**src/pkg/tcw_pkg.sv**
```systemverilog
package tcw_pkg;

   // ------------------------------------------------------------------
   // Register port geometry and register offsets
   // ------------------------------------------------------------------
   localparam int ADDR_W = 3;
   localparam int DATA_W = 8;

   localparam logic [ADDR_W-1:0] OFS_CTRL_A = 3'h0;
   localparam logic [ADDR_W-1:0] OFS_CTRL_B = 3'h1;
   localparam logic [ADDR_W-1:0] OFS_COUNT  = 3'h2;
   localparam logic [ADDR_W-1:0] OFS_CMP_A  = 3'h3;
   localparam logic [ADDR_W-1:0] OFS_CMP_B  = 3'h4;
   localparam logic [ADDR_W-1:0] OFS_FLAGS  = 3'h5;

   // ------------------------------------------------------------------
   // Field positions
   // ------------------------------------------------------------------
   localparam int CA_ACT_A_MSB = 7;
   localparam int CA_ACT_B_MSB = 5;
   localparam int CA_WGM_MSB   = 1;
   localparam int CB_FORCE_A   = 7;
   localparam int CB_FORCE_B   = 6;
   localparam int CB_WGM_HI    = 3;
   localparam int CB_CS_MSB    = 2;
   localparam int FL_OVF       = 0;
   localparam int FL_CMP_A     = 1;
   localparam int FL_CMP_B     = 2;

   // ------------------------------------------------------------------
   // Output action codes and waveform mode codes
   // ------------------------------------------------------------------
   localparam logic [1:0] ACT_NONE   = 2'h0;
   localparam logic [1:0] ACT_TOGGLE = 2'h1;
   localparam logic [1:0] ACT_CLEAR  = 2'h2;
   localparam logic [1:0] ACT_SET    = 2'h3;

   localparam logic [2:0] WGM_NORMAL    = 3'h0;
   localparam logic [2:0] WGM_CTC       = 3'h2;
   localparam logic [2:0] WGM_FAST_MAX  = 3'h3;
   localparam logic [2:0] WGM_FAST_CMPA = 3'h7;
   localparam int         WGM_HI_BIT    = 2;

   localparam logic [7:0] COUNT_MAX    = 8'hFF;
   localparam logic [7:0] COUNT_BOTTOM = 8'h00;
   localparam logic [7:0] COUNT_ONE    = 8'h01;

   // ------------------------------------------------------------------
   // Prescaler selects and terminal masks
   // ------------------------------------------------------------------
   localparam logic [2:0] CS_STOP    = 3'h0;
   localparam logic [2:0] CS_DIV1    = 3'h1;
   localparam logic [2:0] CS_DIV8    = 3'h2;
   localparam logic [2:0] CS_DIV64   = 3'h3;
   localparam logic [2:0] CS_DIV256  = 3'h4;
   localparam logic [2:0] CS_DIV1024 = 3'h5;

   localparam logic [9:0] PRE_ONE       = 10'h001;
   localparam logic [9:0] PRE_MASK_8    = 10'h007;
   localparam logic [9:0] PRE_MASK_64   = 10'h03F;
   localparam logic [9:0] PRE_MASK_256  = 10'h0FF;
   localparam logic [9:0] PRE_MASK_1024 = 10'h3FF;

   // ------------------------------------------------------------------
   // Types
   // ------------------------------------------------------------------
   typedef enum logic [2:0] {
      MODE_NORMAL = 3'b001,
      MODE_CTC    = 3'b010,
      MODE_FAST   = 3'b100
   } tcw_mode_type;

   typedef struct packed {
      logic [9:0] pre;
      logic [7:0] count;
      logic [7:0] cmpA;
      logic [7:0] cmpB;
      logic [7:0] bufA;
      logic [7:0] bufB;
      logic [1:0] actA;
      logic [1:0] actB;
      logic [2:0] wgm;
      logic [2:0] clkSel;
      logic       ovf;
      logic       flagA;
      logic       flagB;
      logic       ocA;
      logic       ocB;
      logic       block;
      logic       prevFast;
      logic       pinA;
      logic       pinB;
      logic       oeA_n;
      logic       oeB_n;
      logic [7:0] rdData;
   } tcw_state_type;

   localparam tcw_state_type TCW_STATE_RESET = '{
      oeA_n   : 1'b1,
      oeB_n   : 1'b1,
      default : '0
   };

endpackage

```
**src/rtl/tcw_waveform_gen.sv**
```systemverilog
// Decided for this implementation: the plain strobed port and the register addresses.
`timescale 1ns/1ps
module tcw_waveform_gen (
   input  wire logic                       clk,
   input  wire logic                       reset_n,
   input  wire logic [tcw_pkg::ADDR_W-1:0] regAddr,
   input  wire logic [tcw_pkg::DATA_W-1:0] regWrData,
   input  wire logic                       regWrite,
   input  wire logic                       regRead,
   output      logic [tcw_pkg::DATA_W-1:0] regRdData,
   input  wire logic                       portOutA,
   input  wire logic                       portOutB,
   input  wire logic                       pinDirectionBitA,
   input  wire logic                       pinDirectionBitB,
   output      logic                       pinOutA,
   output      logic                       pinOutB,
   output      logic                       pinOeA_n,
   output      logic                       pinOeB_n,
   output      logic                       compareOutputA,
   output      logic                       compareOutputB,
   output      logic                       overflowFlag,
   output      logic                       compareFlagA,
   output      logic                       compareFlagB
);
   import tcw_pkg::*;

   // ------------------------------------------------------------------
   // State
   // ------------------------------------------------------------------
   tcw_state_type s_r;
   tcw_state_type s_nxt;

   // Non-PWM action applied to a latch value.
   function automatic logic nonPwmLevel(input logic oc,
                                        input logic [1:0] act);
      logic lvl;
      lvl = oc;
      unique case (act)
         ACT_TOGGLE: lvl = ~oc;
         ACT_CLEAR:  lvl = 1'b0;
         ACT_SET:    lvl = 1'b1;
         default:    lvl = oc;
      endcase
      return lvl;
   endfunction

   // Level a fast PWM latch takes at bottom: set for non-inverting.
   function automatic logic bottomLevel(input logic [1:0] act);
      return (act == ACT_CLEAR);
   endfunction

   // Level taken on a fast PWM match; toggle only if allowed.
   function automatic logic fastMatchLevel(input logic oc,
                                           input logic [1:0] act,
                                           input logic togOk);
      logic lvl;
      lvl = oc;
      unique case (act)
         ACT_TOGGLE: lvl = togOk ? ~oc : oc;
         ACT_CLEAR:  lvl = 1'b0;
         ACT_SET:    lvl = 1'b1;
         default:    lvl = oc;
      endcase
      return lvl;
   endfunction

   tcw_mode_type mode;
   logic [7:0]   topValue;
   logic         tick;
   logic         matchA;
   logic         matchB;
   logic         atTop;
   logic         toggleOkA;

   // ------------------------------------------------------------------
   // Decode of mode, prescaler tick and comparators
   // ------------------------------------------------------------------
   always_comb begin
      unique case (s_r.wgm)
         WGM_NORMAL:    mode = MODE_NORMAL;
         WGM_CTC:       mode = MODE_CTC;
         WGM_FAST_MAX:  mode = MODE_FAST;
         WGM_FAST_CMPA: mode = MODE_FAST;
         default:       mode = MODE_NORMAL;
      endcase
      topValue = (s_r.wgm == WGM_FAST_CMPA) ? s_r.cmpA : COUNT_MAX;
      unique case (s_r.clkSel)
         CS_DIV1:    tick = 1'b1;
         CS_DIV8:    tick = (s_r.pre & PRE_MASK_8) == PRE_MASK_8;
         CS_DIV64:   tick = (s_r.pre & PRE_MASK_64) == PRE_MASK_64;
         CS_DIV256:  tick = (s_r.pre & PRE_MASK_256) == PRE_MASK_256;
         CS_DIV1024: tick = (s_r.pre & PRE_MASK_1024) == PRE_MASK_1024;
         default:    tick = 1'b0;
      endcase
      matchA    = (s_r.count == s_r.cmpA) && !s_r.block;
      matchB    = (s_r.count == s_r.cmpB) && !s_r.block;
      atTop     = (s_r.count == topValue);
      toggleOkA = s_r.wgm[WGM_HI_BIT];
   end

   // ------------------------------------------------------------------
   // Next state
   // ------------------------------------------------------------------
   always_comb begin
      s_nxt     = s_r;
      s_nxt.pre = (s_r.clkSel == CS_STOP) ? '0 : s_r.pre + PRE_ONE;

      // Clears first so that a flag raised in the same cycle survives.
      if (regWrite && regAddr == OFS_FLAGS) begin
         if (regWrData[FL_OVF])
            s_nxt.ovf = 1'b0;
         if (regWrData[FL_CMP_A])
            s_nxt.flagA = 1'b0;
         if (regWrData[FL_CMP_B])
            s_nxt.flagB = 1'b0;
      end

      if (tick) begin
         s_nxt.block = 1'b0;
         if (matchA)
            s_nxt.flagA = 1'b1;
         if (matchB)
            s_nxt.flagB = 1'b1;
         unique case (mode)
            MODE_NORMAL: begin
               s_nxt.count = s_r.count + COUNT_ONE;
               if (s_r.count == COUNT_MAX)
                  s_nxt.ovf = 1'b1;
               if (matchA)
                  s_nxt.ocA = nonPwmLevel(s_r.ocA, s_r.actA);
               if (matchB)
                  s_nxt.ocB = nonPwmLevel(s_r.ocB, s_r.actB);
            end
            MODE_CTC: begin
               // A compare value written below the count is simply
               // passed over; the counter wraps before matching.
               if (matchA)
                  s_nxt.count = COUNT_BOTTOM;
               else
                  s_nxt.count = s_r.count + COUNT_ONE;
               if (!matchA && s_r.count == COUNT_MAX)
                  s_nxt.ovf = 1'b1;
               if (matchA)
                  s_nxt.ocA = nonPwmLevel(s_r.ocA, s_r.actA);
               if (matchB)
                  s_nxt.ocB = nonPwmLevel(s_r.ocB, s_r.actB);
            end
            MODE_FAST: begin
               if (atTop) begin
                  s_nxt.count = COUNT_BOTTOM;
                  s_nxt.ovf   = 1'b1;
                  s_nxt.cmpA  = s_r.bufA;
                  s_nxt.cmpB  = s_r.bufB;
               end else begin
                  s_nxt.count = s_r.count + COUNT_ONE;
               end
               // Bottom wins over a match at top, so a compare value at
               // MAX holds a constant level and one at bottom gives a
               // single-tick spike.
               if (atTop && s_r.actA[1])
                  s_nxt.ocA = bottomLevel(s_r.actA);
               else if (matchA)
                  s_nxt.ocA = fastMatchLevel(s_r.ocA, s_r.actA,
                                             toggleOkA);
               if (atTop && s_r.actB[1])
                  s_nxt.ocB = bottomLevel(s_r.actB);
               else if (matchB)
                  s_nxt.ocB = fastMatchLevel(s_r.ocB, s_r.actB,
                                             1'b0);
            end
         endcase
      end

      // Entering fast PWM preloads the bottom level.
      s_nxt.prevFast = (mode == MODE_FAST);
      if (mode == MODE_FAST && !s_r.prevFast) begin
         if (s_r.actA[1])
            s_nxt.ocA = bottomLevel(s_r.actA);
         if (s_r.actB[1])
            s_nxt.ocB = bottomLevel(s_r.actB);
      end

      // CPU writes come last: they override counting and clearing.
      if (regWrite) begin
         unique case (regAddr)
            OFS_CTRL_A: begin
               s_nxt.actA = regWrData[CA_ACT_A_MSB -: 2];
               s_nxt.actB = regWrData[CA_ACT_B_MSB -: 2];
               s_nxt.wgm[1:0] = regWrData[CA_WGM_MSB -: 2];
            end
            OFS_CTRL_B: begin
               s_nxt.wgm[WGM_HI_BIT] = regWrData[CB_WGM_HI];
               s_nxt.clkSel = regWrData[CB_CS_MSB -: 3];
               // Forcing sets no flag and leaves the counter alone.
               if (mode != MODE_FAST) begin
                  if (regWrData[CB_FORCE_A])
                     s_nxt.ocA = nonPwmLevel(s_r.ocA, s_r.actA);
                  if (regWrData[CB_FORCE_B])
                     s_nxt.ocB = nonPwmLevel(s_r.ocB, s_r.actB);
               end
            end
            OFS_COUNT: begin
               s_nxt.count = regWrData;
               s_nxt.block = 1'b1;
            end
            OFS_CMP_A: begin
               s_nxt.bufA = regWrData;
               if (mode != MODE_FAST)
                  s_nxt.cmpA = regWrData;
            end
            OFS_CMP_B: begin
               s_nxt.bufB = regWrData;
               if (mode != MODE_FAST)
                  s_nxt.cmpB = regWrData;
            end
            default: begin
            end
         endcase
      end

      // Read data stands only in the cycle after the strobe.
      s_nxt.rdData = '0;
      if (regRead) begin
         unique case (regAddr)
            OFS_CTRL_A: begin
               s_nxt.rdData[CA_ACT_A_MSB -: 2] = s_r.actA;
               s_nxt.rdData[CA_ACT_B_MSB -: 2] = s_r.actB;
               s_nxt.rdData[CA_WGM_MSB -: 2]   = s_r.wgm[1:0];
            end
            OFS_CTRL_B: begin
               s_nxt.rdData[CB_WGM_HI]       = s_r.wgm[WGM_HI_BIT];
               s_nxt.rdData[CB_CS_MSB -: 3]  = s_r.clkSel;
            end
            OFS_COUNT: s_nxt.rdData = s_r.count;
            OFS_CMP_A: s_nxt.rdData = s_r.bufA;
            OFS_CMP_B: s_nxt.rdData = s_r.bufB;
            OFS_FLAGS: begin
               s_nxt.rdData[FL_OVF]   = s_r.ovf;
               s_nxt.rdData[FL_CMP_A] = s_r.flagA;
               s_nxt.rdData[FL_CMP_B] = s_r.flagB;
            end
            default: s_nxt.rdData = '0;
         endcase
      end

      // Pin override depends on the action field only.
      s_nxt.pinA  = (s_nxt.actA != ACT_NONE) ? s_nxt.ocA
                                             : portOutA;
      s_nxt.pinB  = (s_nxt.actB != ACT_NONE) ? s_nxt.ocB
                                             : portOutB;
      s_nxt.oeA_n = ~pinDirectionBitA;
      s_nxt.oeB_n = ~pinDirectionBitB;
   end

   // ------------------------------------------------------------------
   // Registers
   // ------------------------------------------------------------------
   always_ff @(posedge clk or negedge reset_n) begin
      if (!reset_n)
         s_r <= TCW_STATE_RESET;
      else
         s_r <= s_nxt;
   end

   // ------------------------------------------------------------------
   // Outputs
   // ------------------------------------------------------------------
   assign regRdData      = s_r.rdData;
   assign pinOutA        = s_r.pinA;
   assign pinOutB        = s_r.pinB;
   assign pinOeA_n       = s_r.oeA_n;
   assign pinOeB_n       = s_r.oeB_n;
   assign compareOutputA = s_r.ocA;
   assign compareOutputB = s_r.ocB;
   assign overflowFlag   = s_r.ovf;
   assign compareFlagA   = s_r.flagA;
   assign compareFlagB   = s_r.flagB;

endmodule // tcw_waveform_gen

```
**config.mk**
```make
export PLATFORM = sky130hd
export DESIGN_NAME = tcw_waveform_gen
export DESIGN_NICKNAME = d
export VERILOG_FILES = /design/src/pkg/tcw_pkg.sv /design/src/rtl/tcw_waveform_gen.sv
export SDC_FILE = /design/constraint.sdc
export NUM_CORES = 1
export LEC_CHECK = 0
export ABC_AREA = 1
export BUFFER_PORTS_ARGS = -buffer_cell sky130_fd_sc_hd__clkbuf_2
export CAP_MARGIN = 10
export CELL_PAD_IN_SITES_DETAIL_PLACEMENT = 2
export CELL_PAD_IN_SITES_GLOBAL_PLACEMENT = 2
export CORE_MARGIN = 2
export CORE_UTILIZATION = 35
export CTS_CLUSTER_SIZE = 8
export DETAILED_ROUTE_END_ITERATION = 12
export GPL_ROUTABILITY_DRIVEN = 0
export PLACE_DENSITY = 0.88
export SYNTH_ARGS = -nofsm -noshare
export SYNTH_HDL_FRONTEND = slang
export SYNTH_SLANG_ARGS = --single-unit
```
**constraint.sdc**
```tcl
create_clock -name clk -period 2.8 [get_ports clk]
set_input_delay 0 -clock clk [delete_from_list [all_inputs] [get_ports clk]]
set_output_delay 0 -clock clk [all_outputs]
set_load 0.01 [all_outputs]
```
==> results summary <==
The share of synthesized area occupied by flip-flops and latches is 46.0%. The iteration-0 DRC count of the detailed router came out at 187. The effective utilization at floorplan came out at 35.8%. Among all stages on the critical path, the largest delay is contributed by sky130_fd_sc_hd__dfrtp_1. The largest family of logic cells by synthesized area is simple AND/OR/NAND/NOR gates. The total instance count after detailed placement came out at 725. The share of cell area taken by muxes after synthesis is 0%. The layout filler cell count is 1408. The flow ran to the end, and the final reports show no timing, DRC or antenna violations. The area fraction in compound gates after synthesis is 16.7%. CTS placed an instance of sky130_fd_sc_hd__clkbuf_16 at the clock tree root. The number of distinct library cell variants in the gate-level netlist after synthesis is 37.

The number of maximum-capacitance constraint violations came out at 0. Of the total synthesized cell area, the portion taken by AND, OR, NAND and NOR gates is 22.8%. The combined flip-flop and latch cell area came out at 1980 um2. The worst IR drop on VDD is 0.000222 V. The clock insertion delay at the later pin of the skew report is 0.35 ns. The via count of the first global-routing pass came to 4471.

The count of buffer and inverter cells on the critical path is 3. The setup path with the least slack is of type reg2reg. The data required time at the worst endpoint is 3.04 ns.

The final count of hold timing violations came out at 0. The wire length of the first global-routing pass came out at 25.2 mm. The type of origin of the critical path is a register. The final net count is 632.

The most used cell along the critical path is sky130_fd_sc_hd__nand2_1. Among cell families on the critical path, the largest total delay comes from simple AND/OR/NAND/NOR gates. The leakage power summed over all cells came out at 2.49 nW. TritonCTS built the clock tree.

The flop-to-flop setup slack is 0.16 ns. The endpoint class of the critical path is a register. The number of rows in the core area is 40. Counting every instance in the synthesized netlist gives 558. The wire length reported by the detailed router is 16.1 mm. The most common cell after layout, fill and taps aside is sky130_fd_sc_hd__nand2_1. The number of nets in the synthesized netlist came out at 583. The worst register-to-register path ends at s_r[48]$_DFF_PN0_. The multi-input combinational cells in the finished layout cover a total of 1850 um2. In the final routed layout, each cell accounts on average for 21.3 um. The number of top-level design ports came out at 36. The min-delay analysis places its worst path in the category in2reg. The die width came out at 115 um.

The share of the cycle needed by the critical path after routing is 94.2%. Dividing the detail-routed via count by the number of cells gives 5.45. Summing internal, switching and leakage power gives 4.29 mW. The fraction of layout instances using a drive strength above 1 is 13.2%. The total vias in the final route came out at 4136. The layout overhead on the synthesized area is 17.7%. The hold path depth is 3. The total routing usage reported by global routing is 25.6%. The total of buffers placed on input and output ports came out at 35. The total global routing overflow is 0. Timing would allow up to 379 MHz. The delay of the slowest cell on the worst path came out at 0.37 ns.

Of the total synthesized cell area, the portion taken by full adders, half adders and majority gates is 1.74%. For the worst setup path, the data arrival time is 2.87 ns. The total CTS buffers came out at 9.

Measured along the y axis, the die boundary spans 115 um. The number of antenna violations at the first check in global routing is 0. The largest buffer count on any clock path came out at 2. The number of synthesis warnings is 0. The top cell types in the final layout, fill and taps aside, are sky130_fd_sc_hd__nand2_1 (127), sky130_fd_sc_hd__inv_1 (84), sky130_fd_sc_hd__dfrtp_1 (77), sky130_fd_sc_hd__o21ai_0 (60), sky130_fd_sc_hd__nor2_1 (46). The standard cell area after detailed placement came out at 4580 um2. The synthesized netlist devotes 1.83% of its cell area to XOR and XNOR gates. The startpoint identified for the worst hold timing path is regAddr[1]. The count of nets left with antenna violations after detail routing is 0.

The standard cell core area is 12000 um2. Once layout is done, the placed cells without fillers occupy 5060 um2. The worst hold path terminates at regRdData[1]$_DFF_PN0_. Measured against its own limit, the worst slew margin works out to 29.2%. Entering global routing, the biggest net connects 80 pins. The count of placed standard cells in the final layout, fillers left out came out at 759. The number of setup violations in the final report came out at 0. The final routed DRC violation total is 0.

The highest fanout seen on the critical path came out at 11. The worst clock skew is 0.00828 ns. The maximum level of the CTS H-tree came out at 3. The startpoint identified for the worst register-to-register timing path is s_r[70]$_DFF_PN0_.

The final count of pins violating max slew is 0. The worst hold margin came out at 0.0482 ns. The clock-pin slew on the worst setup and hold paths is 0.06 ns. The total of flip-flops plus latches after synthesis came out at 79. Counting cells, the worst reg-to-reg path comes to 14. The area of the mapped netlist came out at 4300 um2.

Traced cell by cell, the critical path runs through ha_1 > nand3_1 > nor2_2 > nand2_1 > nor2_2 > nand2_1 > o21ai_1 > nand2_1 > buf_4 > nor3_4 > buf_6 > o21ai_0 > o22ai_1 > inv_1. The power density over the cells came out at 848 nW/um2. The clock sink count came out at 79. For the pin with the worst max-slew slack, the measured transition is 1.06 ns. The floorplan step defined a die boundary enclosing 13200 um2. The total negative slack came out at 0 ns. The antenna diode count came out at 0. The number of gates on the worst path with buffers counted came out at 14. The per-instance average area after synthesis came out at 7.71 um2. For this run, the detailed router's first-pass iteration total came to 6.

The post-detailed-placement half-perimeter wirelength is 11.2 mm. The clock period could shrink to 2.64 ns.
## through the flow
step	util (%)	setup slack, ns
3_5_place_dp	38.2	0.263
3_3_place_gp	38.2	0.504
4_1_cts	41.8	0.136
2_1_floorplan	-	0.825
5_1_grt	42.1	-0.0151
6_report	42.1	0.161
## Yosys cell counts
library cell / instances / area share [%]
sky130_fd_sc_hd__buf_4: 10 / 1.7
sky130_fd_sc_hd__nand4_1: 4 / 0.58
sky130_fd_sc_hd__nor4_1: 2 / 0.29
sky130_fd_sc_hd__dfstp_2: 2 / 1.2
sky130_fd_sc_hd__a31oi_1: 5 / 0.73
sky130_fd_sc_hd__xor2_1: 8 / 1.6
sky130_fd_sc_hd__nor3_4: 1 / 0.38
sky130_fd_sc_hd__o21a_1: 3 / 0.52
sky130_fd_sc_hd__nor2_4: 3 / 0.79
sky130_fd_sc_hd__dfrtp_1: 77 / 45
sky130_fd_sc_hd__nor3_1: 11 / 1.3
sky130_fd_sc_hd__buf_6: 1 / 0.26
sky130_fd_sc_hd__nor3b_1: 2 / 0.35
sky130_fd_sc_hd__a22oi_1: 3 / 0.52
sky130_fd_sc_hd__clkbuf_1: 6 / 0.52
sky130_fd_sc_hd__ha_1: 6 / 1.7
sky130_fd_sc_hd__o21bai_1: 1 / 0.17
sky130_fd_sc_hd__a21oi_1: 12 / 1.4
sky130_fd_sc_hd__nand3_2: 1 / 0.23
sky130_fd_sc_hd__nand2_2: 2 / 0.29
sky130_fd_sc_hd__o21ai_0: 61 / 7.1
sky130_fd_sc_hd__inv_2: 6 / 0.52
sky130_fd_sc_hd__nor2_1: 47 / 4.1
sky130_fd_sc_hd__nand3_1: 22 / 2.6
sky130_fd_sc_hd__nor3_2: 1 / 0.23
sky130_fd_sc_hd__o211ai_1: 9 / 1.6
sky130_fd_sc_hd__a2111oi_0: 2 / 0.41
sky130_fd_sc_hd__xnor2_1: 1 / 0.20
sky130_fd_sc_hd__nand2_1: 127 / 11
sky130_fd_sc_hd__nand3b_1: 1 / 0.17
sky130_fd_sc_hd__or2_2: 2 / 0.29
sky130_fd_sc_hd__a221oi_1: 5 / 1.0
sky130_fd_sc_hd__nor2_2: 1 / 0.15
sky130_fd_sc_hd__o21ai_1: 8 / 0.93
sky130_fd_sc_hd__buf_2: 5 / 0.58
sky130_fd_sc_hd__inv_1: 84 / 7.3
sky130_fd_sc_hd__o22ai_1: 16 / 2.3
## logic make-up (layout without fill, tap and decap cells)
family                   Yosys count  in the layout
AND/OR/NAND/NOR                  227            227
AO/OA/AOI/OAI                    125            125
buffers and inverters            112            166
flip-flops                        79             79
XOR/XNOR                           9              9
adder cells (fa/ha/maj)            6              6
## cell type report
class                   instances  share of cell area [%]
clock buffers                  13                    5.14
clock inverters                 3                   0.840
inverters                      90                    6.77
multi-input cells             367                    36.6
flip-flops and latches         79                    39.1
well taps                     147                    3.63
repair buffers                 60                    7.88
## worst register-to-register path, delay by kind of cell (launching register included)
kind	cells	cell delay [ns]
simple gates	7	1.02
buf+inv	3	0.47
compound gates	3	0.46
flops	1	0.37
fa+ha+maj	1	0.19
## worst max path at each step
stage                            startpoint           endpoint  slack (ns)
final                     s_r[70]$_DFF_PN0_  s_r[48]$_DFF_PN0_        0.16
after global routing      s_r[70]$_DFF_PN0_  s_r[48]$_DFF_PN0_       -0.02
after CTS                 s_r[69]$_DFF_PN0_  s_r[46]$_DFF_PN0_        0.14
after detailed placement  s_r[69]$_DFF_PN0_  s_r[47]$_DFF_PN0_        0.26
after global placement    s_r[69]$_DFF_PN0_  s_r[47]$_DFF_PN0_        0.50
after floorplan           s_r[69]$_DFF_PN0_  s_r[57]$_DFF_PN0_        0.82
## power breakdown
| part | internal (mW) | switching [mW] |
|---|---|---|
| clock network | 0.739 | 0.490 |
| logic | 0.465 | 0.887 |
| registers | 1.41 | 0.303 |
| total | 2.61 | 1.68 |
## what timing repair did
action,in CTS,in global routing
resized for setup,0,6
buffers inserted,0,4
endpoints found under the setup margin,0,14
hold buffers,13,0
hold endpoints to repair,98,0
## flip-flops by register name (all words and copies together) (netlist names)
signal	count
compareOutputB	1
compareFlagA	1
regRdData	8
overflowFlag	1
compareOutputA	1
pinOeB_n	1
s_r	62
pinOutA	1
compareFlagB	1
pinOeA_n	1
pinOutB	1
## metal layers
layer | vias up | GRT usage, % | share of wire [%]
met2 | 76 | 44.4 | 51
li1 | 1907 | - | -
met5 | - | 0 | 0
met4 | 0 | 9.40 | 2.2
met1 | 2129 | 32.1 | 43
met3 | 24 | 4.06 | 3.8
No activity file was read; power rests on OpenSTA's default activity.
